==> config.mk <==
export PLATFORM = sky130hd
export DESIGN_NAME = rgp_protection
export DESIGN_NICKNAME = d
export VERILOG_FILES = /design/src/include/rgp_pkg.sv /design/src/verilog/rgp_protection.sv
export VERILOG_INCLUDE_DIRS = /design/src /design/src/include
export SDC_FILE = /design/constraint.sdc
export NUM_CORES = 1
export LEC_CHECK = 0
export BUFFER_PORTS_ARGS = -buffer_cell sky130_fd_sc_hd__buf_2
export CAP_MARGIN = 10
export CORE_MARGIN = 2
export CORE_UTILIZATION = 55
export DETAILED_ROUTE_END_ITERATION = 10
export PLACE_DENSITY = 0.79
export SLEW_MARGIN = 30
export SYNTH_ARGS = -nofsm -noshare
export SYNTH_HDL_FRONTEND = slang
export SYNTH_SLANG_ARGS = --single-unit
==> constraint.sdc <==
create_clock -name mclk -period 3.21 [get_ports mclk]
set_clock_uncertainty 0.05 [all_clocks]
set_input_delay 0.321 -clock mclk [delete_from_list [all_inputs] [get_ports mclk]]
set_output_delay 0.321 -clock mclk [all_outputs]
set_load 0.05 [all_outputs]
==> src/include/rgp_defines.svh <==
/*
 * Constants of the resonant gate protection block: offsets, field
 * positions, reset values and timing counts.
 * Assumes a 50 MHz mclk and byte addresses on the register port.
 */
// Operation
// - polarity flags come from two reference comparators
// - low-side off with negative flag is inductive
// - high-side off with positive flag is inductive
// - wrong flag at turn-off blocks opposite gate
// - capacitive wait holds dead time, freezes oscillator
// - after recovery, turn on only on slew
// - polarity timeout forces opposite gate on
// - discharge soft start after max dead time
// - first low-side turn-off restarts soft start
// - regulation crossing discharges soft start 10us minimum
// - regulation crossing starts timer charging
// - current drop before boost level resumes normal
// - past boost full discharge, stop level gates off
// - restart once timer decays to restart level
// - shutdown level discharges, latches at soft-start level
// - drop below regulation abandons shutdown path
// - latch holds until supply lockout
// - first-level overcurrent retries as hiccup
`ifndef RGP_DEFINES_SVH
`define RGP_DEFINES_SVH

// ********************************************************************
// register map (byte addresses)
// ********************************************************************
`define RGP_ADDR_CTRL      4'h0
`define RGP_ADDR_STATUS    4'h4
`define RGP_ADDR_MASK      4'h8
`define RGP_ADDR_STATE     4'hC

// field positions
`define RGP_CTRL_ENABLE    0
`define RGP_EV_CAPACITIVE  0
`define RGP_EV_OVERCURRENT 1
`define RGP_EV_TIMER_STOP  2
`define RGP_EV_LATCH       3

// reset values
`define RGP_CTRL_RESET     1'h1
`define RGP_MASK_RESET     4'h0

// ********************************************************************
// timing
// ********************************************************************
`define RGP_CLK_PERIOD_NS  20
`define RGP_MAX_DEAD_NS    1500
`define RGP_OC_MIN_NS      10000
`define RGP_POL_WAIT_NS    50000
`define RGP_MAX_DEAD_CYC   ((`RGP_MAX_DEAD_NS + `RGP_CLK_PERIOD_NS - 1) / `RGP_CLK_PERIOD_NS)
`define RGP_OC_MIN_CYC     ((`RGP_OC_MIN_NS + `RGP_CLK_PERIOD_NS - 1) / `RGP_CLK_PERIOD_NS)
`define RGP_POL_WAIT_CYC   (`RGP_POL_WAIT_NS / `RGP_CLK_PERIOD_NS)

`endif

==> src/include/rgp_pkg.sv <==
/*
 * Types of the resonant gate protection block: state encodings, the
 * comparator bundle, the drive bundle and the whole state record.
 * Assumes nothing of its surroundings.
 */
package rgp_pkg;

   // gate sequencer states, one-hot
   typedef enum logic [6:0] {
      G_OFF    = 7'h01,
      G_LOW_ON = 7'h02,
      G_DEAD_LH = 7'h04,
      G_HIGH_ON = 7'h08,
      G_DEAD_HL = 7'h10,
      G_CAP_LH = 7'h20,
      G_CAP_HL = 7'h40
   } rgp_gate_t;

   // overcurrent supervisor states, one-hot
   typedef enum logic [5:0] {
      OC_IDLE   = 6'h01,
      OC_REG    = 6'h02,
      OC_BOOST  = 6'h04,
      OC_STOP   = 6'h08,
      OC_SECOND = 6'h10,
      OC_LATCH  = 6'h20
   } rgp_oc_t;

   // synchronous comparator and oscillator inputs
   typedef struct packed {
      logic posRefAbove;       // current above positive reference
      logic negRefBelow;       // current below negative reference
      logic aboveRegulation;   // current above regulation_threshold
      logic aboveShutdown;     // current above shutdown_current_threshold
      logic timerAboveBoost;   // timer ramp above timer_boost_level
      logic timerAboveStop;    // timer ramp above timer_stop_level
      logic timerBelowRestart; // timer ramp below timer_restart_level
      logic ssBelowLatch;      // soft start below softstart_latch_level
      logic slewSense;         // switch_node slew seen on slew_sense_input
      logic supplyLockout;     // supply below supply_lockout
      logic oscHalfEnd;        // one-cycle pulse: half period finished
   } rgp_sense_t;

   // single-bit drives toward the power stage
   typedef struct packed {
      logic highSideGate;
      logic lowSideGate;
      logic deadTimeFlag;
      logic oscFreeze;
      logic ssDischarge;
      logic timerCharge;
      logic latchedOff;
      logic capacitiveGuard;
   } rgp_drive_t;

   // complete state of the block
   typedef struct packed {
      rgp_gate_t   gate;
      rgp_oc_t     oc;
      logic [11:0] deadCnt;
      logic [11:0] blankCnt;
      logic        blankRun;
      logic        polOk;
      logic        cmpDischarge;
      logic [9:0]  ocMinCnt;
      logic        enable;
      logic [3:0]  status;
      logic [3:0]  mask;
      logic        irq;
      logic [31:0] rdata;
      rgp_drive_t  drv;
   } rgp_state_t;

endpackage

==> src/verilog/rgp_protection.sv <==
/*
 * Protection sequencer of a resonant half-bridge gate controller:
 * capacitive guard at each gate turn-off, two-level overcurrent
 * with hiccup retry and latch, and a register port with one irq.
 * Sticky events are cleared by writing ones.
 * Assumes synchronous inputs, filtered comparators
 * and an oscillator that stops while oscFreeze is high.
 */
`timescale 1ns/1ps
`include "rgp_defines.svh"

module rgp_protection
(
   // clock, reset, enable
   input  wire logic              mclk,
   input  wire logic              rstn,
   input  wire logic              clkEn,
   // register port
   input  wire logic [3:0]        regAddr,
   input  wire logic [31:0]       regWdata,
   input  wire logic              regWr,
   input  wire logic              regRd,
   output logic [31:0]            regRdata,
   // analog side
   input  wire rgp_pkg::rgp_sense_t sense,
   output rgp_pkg::rgp_drive_t    drive,
   // interrupt
   output logic                   irq
);

   // ******************************************************************
   // constants
   // ******************************************************************
   localparam logic [11:0] MaxDeadLast = 12'(`RGP_MAX_DEAD_CYC - 1);  // last dead-time cycle
   localparam logic [11:0] PolWaitLast = 12'(`RGP_POL_WAIT_CYC - 1);  // last polarity-wait cycle
   localparam logic [9:0]  OcMinLast   = 10'(`RGP_OC_MIN_CYC - 1);    // last minimum discharge cycle

   // ******************************************************************
   // state
   // ******************************************************************
   rgp_pkg::rgp_state_t state_reg;   // registered state
   rgp_pkg::rgp_state_t state_next;  // next state

   // outputs come straight from the state flops
   assign regRdata = state_reg.rdata;
   assign drive    = state_reg.drv;
   assign irq      = state_reg.irq;

   // ******************************************************************
   // next-state logic
   // ******************************************************************
   always_comb
   begin
      logic       posFlag;       // current_positive_flag
      logic       negFlag;       // current_negative_flag
      logic       gatesAllowed;  // switching permitted this cycle
      logic [3:0] events;        // events raised this cycle
      logic [3:0] clears;        // write-one-to-clear mask
      logic       expected;      // expected polarity in a capacitive wait
      logic       ocDischarge;   // overcurrent wants soft start discharged
      posFlag      = 1'b0;
      negFlag      = 1'b0;
      gatesAllowed = 1'b0;
      events       = 4'h0;
      clears       = 4'h0;
      expected     = 1'b0;
      ocDischarge  = 1'b0;
      state_next   = state_reg;
      state_next.rdata = 32'h0000_0000;

      // polarity flags from the two reference comparators
      posFlag = sense.posRefAbove;
      negFlag = sense.negRefBelow;

      // timer stop, latch and lockout all silence the gates
      gatesAllowed = state_reg.enable && !sense.supplyLockout
                     && (state_reg.oc != rgp_pkg::OC_STOP)
                     && (state_reg.oc != rgp_pkg::OC_LATCH);

      // blanking before soft-start discharge after a capacitive event
      if (state_reg.blankRun)
      begin
         if (state_reg.blankCnt == MaxDeadLast)
         begin
            state_next.blankRun     = 1'b0;
            state_next.cmpDischarge = 1'b1;
         end
         else
         begin
            state_next.blankCnt = state_reg.blankCnt + 12'h001;
         end
      end

      // ***************************************************************
      // gate sequencer
      // ***************************************************************
      unique case (state_reg.gate)
         rgp_pkg::G_OFF:
         begin
            // restart always on the low side so the bootstrap recharges
            if (gatesAllowed)
            begin
               state_next.gate             = rgp_pkg::G_LOW_ON;
               state_next.drv.lowSideGate  = 1'b1;
               state_next.drv.deadTimeFlag = 1'b0;
            end
         end
         rgp_pkg::G_LOW_ON,
         rgp_pkg::G_HIGH_ON:
         begin
            if (!gatesAllowed)
            begin
               state_next.gate = rgp_pkg::G_OFF;
            end
            else if (sense.oscHalfEnd)
            begin
               state_next.drv.lowSideGate  = 1'b0;
               state_next.drv.highSideGate = 1'b0;
               state_next.drv.deadTimeFlag = 1'b1;
               state_next.deadCnt          = 12'h000;
               state_next.polOk            = 1'b0;
               if (state_reg.gate == rgp_pkg::G_LOW_ON)
               begin
                  // low-side turn-off ends any capacitive discharge
                  state_next.cmpDischarge = 1'b0;
                  state_next.blankRun     = 1'b0;
                  if (negFlag)
                     state_next.gate = rgp_pkg::G_DEAD_LH;
                  else
                     state_next.gate = rgp_pkg::G_CAP_LH;
               end
               else
               begin
                  if (posFlag)
                     state_next.gate = rgp_pkg::G_DEAD_HL;
                  else
                     state_next.gate = rgp_pkg::G_CAP_HL;
               end
               // wrong polarity: hold dead time, stop the ramp, arm blanking
               if ((state_reg.gate == rgp_pkg::G_LOW_ON && !negFlag)
                   || (state_reg.gate == rgp_pkg::G_HIGH_ON && !posFlag))
               begin
                  state_next.drv.oscFreeze       = 1'b1;
                  state_next.drv.capacitiveGuard = 1'b1;
                  state_next.blankRun            = 1'b1;
                  state_next.blankCnt            = 12'h000;
                  events[`RGP_EV_CAPACITIVE]     = 1'b1;
               end
            end
         end
         rgp_pkg::G_DEAD_LH,
         rgp_pkg::G_DEAD_HL:
         begin
            // normal dead time: end on slew, or at max_dead_time
            state_next.deadCnt = state_reg.deadCnt + 12'h001;
            if (!gatesAllowed)
            begin
               state_next.gate = rgp_pkg::G_OFF;
            end
            else if (sense.slewSense || state_reg.deadCnt == MaxDeadLast)
            begin
               state_next.drv.deadTimeFlag = 1'b0;
               if (state_reg.gate == rgp_pkg::G_DEAD_LH)
               begin
                  state_next.gate             = rgp_pkg::G_HIGH_ON;
                  state_next.drv.highSideGate = 1'b1;
               end
               else
               begin
                  state_next.gate            = rgp_pkg::G_LOW_ON;
                  state_next.drv.lowSideGate = 1'b1;
               end
            end
         end
         rgp_pkg::G_CAP_LH,
         rgp_pkg::G_CAP_HL:
         begin
            // polarity recovers when the expected flag shows up
            expected = (state_reg.gate == rgp_pkg::G_CAP_LH) ? negFlag : posFlag;
            state_next.deadCnt = state_reg.deadCnt + 12'h001;
            if (expected)
               state_next.polOk = 1'b1;
            if (!gatesAllowed)
            begin
               state_next.gate = rgp_pkg::G_OFF;
            end
            else if (((state_reg.polOk || expected) && sense.slewSense)
                     || state_reg.deadCnt == PolWaitLast)
            begin
               state_next.drv.deadTimeFlag    = 1'b0;
               state_next.drv.oscFreeze       = 1'b0;
               state_next.drv.capacitiveGuard = 1'b0;
               if (state_reg.gate == rgp_pkg::G_CAP_LH)
               begin
                  state_next.gate             = rgp_pkg::G_HIGH_ON;
                  state_next.drv.highSideGate = 1'b1;
               end
               else
               begin
                  state_next.gate            = rgp_pkg::G_LOW_ON;
                  state_next.drv.lowSideGate = 1'b1;
               end
            end
            else
            begin
               // opposite gate stays blocked, ramp stays frozen
               state_next.drv.deadTimeFlag = 1'b1;
               state_next.drv.oscFreeze    = 1'b1;
            end
         end
         default:
         begin
            // illegal code: park safely with gates off
            state_next.gate = rgp_pkg::G_OFF;
         end
      endcase

      // every way into the off state drops both gates together
      if (state_next.gate == rgp_pkg::G_OFF)
      begin
         state_next.drv.highSideGate    = 1'b0;
         state_next.drv.lowSideGate     = 1'b0;
         state_next.drv.deadTimeFlag    = 1'b1;
         state_next.drv.oscFreeze       = 1'b0;
         state_next.drv.capacitiveGuard = 1'b0;
      end

      // ***************************************************************
      // overcurrent supervisor
      // ***************************************************************
      unique case (state_reg.oc)
         rgp_pkg::OC_IDLE:
         begin
            if (sense.aboveShutdown)
            begin
               state_next.oc = rgp_pkg::OC_SECOND;
            end
            else if (sense.aboveRegulation)
            begin
               state_next.oc       = rgp_pkg::OC_REG;
               state_next.ocMinCnt = 10'h000;
               events[`RGP_EV_OVERCURRENT] = 1'b1;
            end
         end
         rgp_pkg::OC_REG:
         begin
            // discharge holds at least the minimum time
            if (state_reg.ocMinCnt != OcMinLast)
               state_next.ocMinCnt = state_reg.ocMinCnt + 10'h001;
            if (sense.aboveShutdown)
               state_next.oc = rgp_pkg::OC_SECOND;
            else if (sense.aboveRegulation && sense.timerAboveBoost)
               state_next.oc = rgp_pkg::OC_BOOST;
            else if (!sense.aboveRegulation && state_reg.ocMinCnt == OcMinLast)
               state_next.oc = rgp_pkg::OC_IDLE;
         end
         rgp_pkg::OC_BOOST:
         begin
            // timer keeps rising whatever the current does now
            if (sense.timerAboveStop)
            begin
               state_next.oc = rgp_pkg::OC_STOP;
               events[`RGP_EV_TIMER_STOP] = 1'b1;
            end
         end
         rgp_pkg::OC_STOP:
         begin
            // gates held off while the timer decays, then retry
            if (sense.timerBelowRestart)
               state_next.oc = rgp_pkg::OC_IDLE;
         end
         rgp_pkg::OC_SECOND:
         begin
            // switching goes on; a surge that fades must not latch
            if (!sense.aboveRegulation)
            begin
               state_next.oc = rgp_pkg::OC_IDLE;
            end
            else if (sense.aboveShutdown && sense.ssBelowLatch)
            begin
               state_next.oc = rgp_pkg::OC_LATCH;
               events[`RGP_EV_LATCH] = 1'b1;
            end
         end
         rgp_pkg::OC_LATCH:
         begin
            // only a supply lockout releases the latch
            if (sense.supplyLockout)
               state_next.oc = rgp_pkg::OC_IDLE;
         end
         default:
         begin
            state_next.oc = rgp_pkg::OC_IDLE;
         end
      endcase

      // drives from the next supervisor state, so they leave flops
      ocDischarge = (state_next.oc == rgp_pkg::OC_REG) || (state_next.oc == rgp_pkg::OC_BOOST)
                    || (state_next.oc == rgp_pkg::OC_SECOND) || (state_next.oc == rgp_pkg::OC_STOP);
      state_next.drv.ssDischarge = ocDischarge || state_next.cmpDischarge;
      state_next.drv.timerCharge = (state_next.oc == rgp_pkg::OC_REG)
                                   || (state_next.oc == rgp_pkg::OC_BOOST);
      state_next.drv.latchedOff  = (state_next.oc == rgp_pkg::OC_LATCH);

      // ***************************************************************
      // register port
      // ***************************************************************
      if (regWr)
      begin
         unique case (regAddr)
            `RGP_ADDR_CTRL:   state_next.enable = regWdata[`RGP_CTRL_ENABLE];
            `RGP_ADDR_STATUS: clears = regWdata[3:0];
            `RGP_ADDR_MASK:   state_next.mask = regWdata[3:0];
            default:          ;  // unmapped writes are ignored
         endcase
      end
      if (regRd)
      begin
         unique case (regAddr)
            `RGP_ADDR_CTRL:   state_next.rdata = {31'h0000_0000, state_reg.enable};
            `RGP_ADDR_STATUS: state_next.rdata = {28'h000_0000, state_reg.status};
            `RGP_ADDR_MASK:   state_next.rdata = {28'h000_0000, state_reg.mask};
            `RGP_ADDR_STATE:  state_next.rdata = {19'h0_0000, state_reg.oc, state_reg.gate};
            default:          state_next.rdata = 32'h0000_0000;
         endcase
      end

      // a new event wins over a clear in the same cycle
      state_next.status = (state_reg.status & ~clears) | events;
      state_next.irq    = |(state_next.status & state_next.mask);
   end

   // ******************************************************************
   // state register
   // ******************************************************************
   always_ff @(posedge mclk)
   begin
      if (!rstn)
      begin
         state_reg          <= '0;
         state_reg.gate     <= rgp_pkg::G_OFF;
         state_reg.oc       <= rgp_pkg::OC_IDLE;
         state_reg.enable   <= `RGP_CTRL_RESET;
         state_reg.mask     <= `RGP_MASK_RESET;
         state_reg.drv.deadTimeFlag <= 1'b1;
      end
      else if (clkEn)
      begin
         state_reg <= state_next;
      end
   end

endmodule

==> results.yml, run 1 <==
outcome:
  status: "completed"
placement:
  hpwlAfterDp_um: 8690
  port_buffers: 45
  gp_congestion: 0.915
logic_synthesis:
  synth_cell_types: 67
  syn_area_per_cell_um2: 7.92
  async_reset_ff_share_pct: 0
  yosys.area.top_type: "dfxtp_1"
  synthFlopType: "dfxtp_1"
  ys_warn_count: 0
  netlist_top_cells_area: "dfxtp_1, nor2_1, buf_4"
  synth-edff-count: 0
  ys_seq_area_share_pct: 33.0
  yosysMostFrequentCell: "nor2_1"
  synth_area_um2: 4910
  ys_seq_elements: 81
  synth_top_area_share_pct: 33.0
  syn_inst: 620
  ys_top_cells_by_count: "nor2_1, dfxtp_1, buf_4"
route:
  drtIter0Drc: 376
  top_layer: "met4"
  ant_nets: 0
  vias: 4565
  route.met2.wl_um: 5870
  via_per_inst: 6.08
  wirelength_met1_um: 5240
  routedWlPerCell_um: 15.9
  first_pass_iters: 6
  wirelength_um: 11900
  met3_length_um: 655
  drc: 0
sta:
  fmax_mhz: 336
  holdWs_ns: 0.195
  setup_viol: 0
  finalHoldViolations: 0
  tns_ns: 0
  worstMarginPinSlew_ns: 0.749
  relSlewSlack_pct: 49.7
  fin_crit_sh_pct: 92.7
  rsz0062_at_grt: "false"
  post-route-min-period_ns: 2.97
  finalMaxSlewViolations: 0
clock_tree:
  clock_latency_ns: 0.35
  htreeDepth: 3
  cts_resized: 0
  tritoncts_num_sinks: 81
  root_buffer: "clkbuf_8"
  clk_path_buf_depth: 2
  postCtsHoldBufs: 0
  cts_buffers: 9
  tritoncts: "yes"
  clk_pin_slew_ns: 0.09
  cts_setup_buffers: 0
floorplan:
  die_area_um2: 9700
  ioPinCount: 93
  start_util_pct: 56.6
  chipHeight_um: 98.5
  core_um2: 8680
  row_count: 34
  die_width_um: 98.5
setup_path:
  r2r_start: "state_reg[75]"
  critPathMaxFanout: 4
  end_kind: "flop"
  worstPathArrival_ns: 3.17
  r2r_slack_ns: 0.24
  critical_path_class: "reg -> reg"
  crit_start: "state_reg[75]"
  critical_path_required_ns: 3.41
  start_kind: "flop"
min_path:
  hp-start: "regRd"
  hold_class: "in -> reg"
grt:
  grt_pass1_vias: 4294
  grt_antenna_before_repair: 0
  track_usage_pct: 24.3
  grt_max_degree: 36
  grt_pass1_wl_um: 19900
  grt_overflow: 0
power_and_ir_drop:
  irDropWorstVdd_mv: 0.205
  p_per_area_nw_per_um2: 395
  p_leak_nw: 1.96
finish:
  drive_above_1_share_pct: 15.2
  nets: 695
  largest_register_ff_count: 59
  n_antenna_cell: 0
  area_growth_pct: 6.14
flow_run:
  drv_cap: 0
==> where the power goes <==
| part | internal, mW | switching (mW) | total (mW) |
|---|---|---|---|
| clock | 0.312 | 0.402 | 0.714 |
| sequential | 1.02 | 0.0222 | 1.04 |
| combinational | 0.0871 | 0.216 | 0.303 |
==> critical path, stage by stage (launching register included) <==
cell and delay (ns):
dfxtp_1 0.34, inv_1 0.09, ha_1 0.15, or4b_2 0.58, o41a_1 0.40, a211o_1 0.34, a21boi_0 0.18, or4_1 0.56
a31oi_1 0.18
==> cells by family after synthesis <==
| logic type | count (synthesis) | share of synthesized area, % |
|---|---|---|
| DFF | 81 | 33.0 |
| and+or+nand+nor | 263 | 27.0 |
| other | 1 | 0.0763 |
| muxes | 11 | 2.60 |
| adders and majority gates | 5 | 1.27 |
| xor gates and xnor gates | 29 | 5.17 |
| buffers and inverters | 88 | 10.1 |
| AOI/OAI and AO/OA | 142 | 20.7 |
==> through the flow <==
stage | instances | util [%] | worst slack [ns] | instance area [µm²] | power, mW
floorplan | 638 | - | 0.513 | 4980 | 1.31
global placement | 735 | 57.9 | 0.341 | 5030 | 1.36
detailed placement | 735 | 57.9 | 0.300 | 5030 | 1.36
CTS | 751 | 60.1 | 0.268 | 5210 | 2.07
global route | 751 | 60.1 | 0.0946 | 5210 | 2.14
finish | 751 | 60.1 | 0.236 | 5210 | 2.06
==> worst paths after layout <==
check                      to  depth (start not counted)
setup / recovery     drive[7]                          8
hold / removal    regRdata[0]                          3
hold reg to reg      drive[0]                          2
setup reg to reg     drive[7]                          8
==> cell type report <==
cell class,instances,area (µm²)
clock buffers,10,138
inverters,15,56.3
repair buffers,62,353
clock inverters,6,50.0
flip-flops and latches,81,1620
well taps,108,135
fillers,788,3460
multi-input cells,469,2860
==> per-layer routing <==
| layer | GRT usage, % | up-vias |
|---|---|---|
| li1 | - | 2215 |
| met1 | 32.0 | 2141 |
| met2 | 41.7 | 183 |
| met3 | 3.05 | 26 |
| met4 | 7.69 | 0 |
| met5 | 0 | - |
==> layout by cell type (no fill, tap or decap), types with 4 or more instances in the layout <==
| cell type | count |
|---|---|
| buf_2 | 45 |
| mux2_2 | 4 |
| a22oi_1 | 14 |
| a211oi_1 | 6 |
| conb_1 | 19 |
| dfxtp_1 | 81 |
| nand3_1 | 27 |
| o21ai_0 | 29 |
| nor4_1 | 8 |
| mux2i_1 | 6 |
| xnor2_1 | 20 |
| ha_1 | 5 |
| inv_1 | 14 |
| and2_1 | 4 |
| nand2_1 | 39 |
| nor4b_1 | 6 |
| nand4_1 | 13 |
| or4_1 | 6 |
| nor2_1 | 94 |
| buf_4 | 17 |
| nor3_1 | 15 |
| and3_1 | 10 |
| a2bb2oi_1 | 4 |
| or3_1 | 6 |
| a21oi_1 | 31 |
| clkbuf_8 | 10 |
| nand2b_1 | 12 |
| o211ai_1 | 5 |
| a31oi_1 | 6 |
| nor3b_1 | 4 |
| o21a_1 | 5 |
| xor2_1 | 9 |
| o41ai_1 | 5 |
(Power assumes the default switching activity.)
==> run 2: changes to the inputs <==
ABC_AREA = 1   (was unset)
==> run 2 against run 1 <==
Setup slack better by 0.91 ns. Worst hold slack better by 0.045 ns. Highest routed layer unchanged. Cell count up 20%. Power up 7.0%. Global-route usage down 0.52 points. Combinational power up 7.9%.
==> results.yml, run 2 <==
logic_synthesis:
  synth_top_family_by_area: "simple AND/OR/NAND/NOR gates"
  synth_fa_ha_area_share_pct: 1.23
  synth-simple-area-share_pct: 35.7
  synth_area_um2: 5100
  syn_inst: 766
  netlist_top_cells_area: "dfxtp_1, nand2_1, inv_1"
  ys_warn_count: 0
  synth_compound_area_share_pct: 13.6
  synthXorXnorAreaFrac_pct: 2.40
  async_reset_ff_share_pct: 0
  synth-edff-count: 0
  syn_area_per_cell_um2: 6.66
  ys_seq_area_share_pct: 31.8
  ys_top_cells_by_count: "nand2_1, inv_1, dfxtp_1"
  muxShareOfSynthArea_pct: 0
  synth_cell_types: 47
  ys_seq_elements: 81
  synthFlopType: "dfxtp_1"
  yosysMostFrequentCell: "nand2_1"
  synth_top_area_share_pct: 31.8
  yosys.area.top_type: "dfxtp_1"
floorplan:
  chipHeight_um: 100
  start_util_pct: 56.0
  ioPinCount: 93
  core_um2: 9110
  row_count: 35
  die_width_um: 100
  die_area_um2: 10100
power_and_ir_drop:
  p_leak_nw: 2.36
  irDropWorstVdd_mv: 0.226
  p_per_area_nw_per_um2: 409
placement:
  port_buffers: 45
  hpwlAfterDp_um: 8750
  gp_congestion: 0.922
finish:
  area_growth_pct: 5.56
  fillCellCount: 869
  nets: 842
  n_antenna_cell: 0
  largest_register_ff_count: 59
  final_cell_mix: "nand2_1, inv_1, dfxtp_1"
  drive_above_1_share_pct: 15.2
  final_common_cell: "nand2_1"
sta:
  finalHoldViolations: 0
  fmax_mhz: 485
  fin_crit_sh_pct: 64.2
  finalMaxSlewViolations: 0
  setup_viol: 0
  tns_ns: 0
  post-route-min-period_ns: 2.06
  rsz0062_at_grt: "false"
  worstMarginPinSlew_ns: 0.807
  relSlewSlack_pct: 46.1
  holdWs_ns: 0.240
grt:
  grt_pass1_vias: 4385
  grt_antenna_before_repair: 0
  track_usage_pct: 23.8
  grt_max_degree: 47
  grt_overflow: 0
  grt_pass1_wl_um: 19500
clock_tree:
  cts_resized: 0
  clk_pin_slew_ns: 0.09
  cts_buffers: 9
  htreeDepth: 3
  clk_path_buf_depth: 2
  tritoncts_num_sinks: 81
  postCtsHoldBufs: 0
  cts_setup_buffers: 0
  clock_latency_ns: 0.35
  tritoncts: "yes"
  root_buffer: "clkbuf_8"
setup_path:
  r2r_slack_ns: 1.15
  end_kind: "flop"
  rr_worst_depth: 11
  start_kind: "flop"
  worstPathArrival_ns: 2.24
  critical_path_required_ns: 3.39
  critical_path_class: "reg -> reg"
  critPathMaxFanout: 8
route:
  first_pass_iters: 5
  drc: 0
  via_per_inst: 5.40
  drtIter0Drc: 239
  vias: 4856
  wirelength_um: 11800
  ant_nets: 0
  routedWlPerCell_um: 13.1
min_path:
  hold_class: "in -> reg"
  holdPathStages: 3
flow_run:
  drv_cap: 0
outcome:
  status: "completed"
[run 2: changes by cell type in the layout (fill, tap and decap cells not counted), moves of 13 or more]
cell / change
inv_1: +78
nand3_1: +24
xnor2_1: -17
buf_4: -15
nor2_1: -31
o21ai_0: +14
nand2_1: +137
nor2_2: +13
a22oi_1: -14
a21oi_1: +27
[run 2: kinds of logic after synthesis]
logic type               count (synthesis)
AND/OR/NAND/NOR                        380
buffers and inverters                  161
AO/OA/AOI/OAI                          124
flip-flops                              81
XOR/XNOR                                14
adder cells (fa/ha/maj)                  5
other                                    1
[run 2: final timing paths]
kind,from,end
max reg2reg,state_reg[99],state_reg[65]
min,regWdata[0],state_reg[49]
max,state_reg[99],state_reg[65]
min reg2reg,drive[7],drive[7]
[run 2: power by group]
group	total [mW]	switching, mW	internal (mW)
clock network	0.825	0.366	0.458
registers	1.05	0.0232	1.03
logic	0.327	0.245	0.0824
[run 2: metal layers]
| layer | up-vias | routed length [µm] | track usage, % |
|---|---|---|---|
| met3 | 21 | 559 | 3.97 |
| met1 | 2233 | 5230 | 30.8 |
| met2 | 133 | 5760 | 40.3 |
| met5 | - | 0 | 0 |
| li1 | 2469 | - | - |
| met4 | 0 | 205 | 8.11 |
[run 2: through the flow]
step | instances | setup slack [ns] | utilization [%] | area (µm²) | power [mW]
after CTS | 900 | 1.17 | 59.2 | 5390 | 2.22
after detailed placement | 885 | 1.19 | 56.8 | 5170 | 1.40
final | 900 | 1.15 | 59.2 | 5390 | 2.20
after floorplan | 784 | 1.50 | - | 5170 | 1.35
after global routing | 900 | 1.00 | 59.2 | 5390 | 2.30
after global placement | 885 | 1.22 | 56.8 | 5170 | 1.39
[run 2: area by class of cell]
class | instances | area [µm²] | area share (%)
clock buffer | 11 | 141 | 2.62
clock inverter | 4 | 77.6 | 1.44
timing repair buffer | 47 | 240 | 4.46
inverter | 104 | 395 | 7.34
tap | 111 | 139 | 2.58
multi-input combinational | 542 | 2770 | 51.5
sequential | 81 | 1620 | 30.1
[run 2: critical path: stages, from the launching register on]
cell     delay (ns)
dfxtp_1        0.41
nor2_4         0.14
nand2_2        0.09
inv_2          0.07
nand3_2        0.10
or2_2          0.31
nand2_1        0.10
nand2_1        0.10
inv_1          0.11
nand2_1        0.11
nand2_1        0.26
nor3b_1        0.09
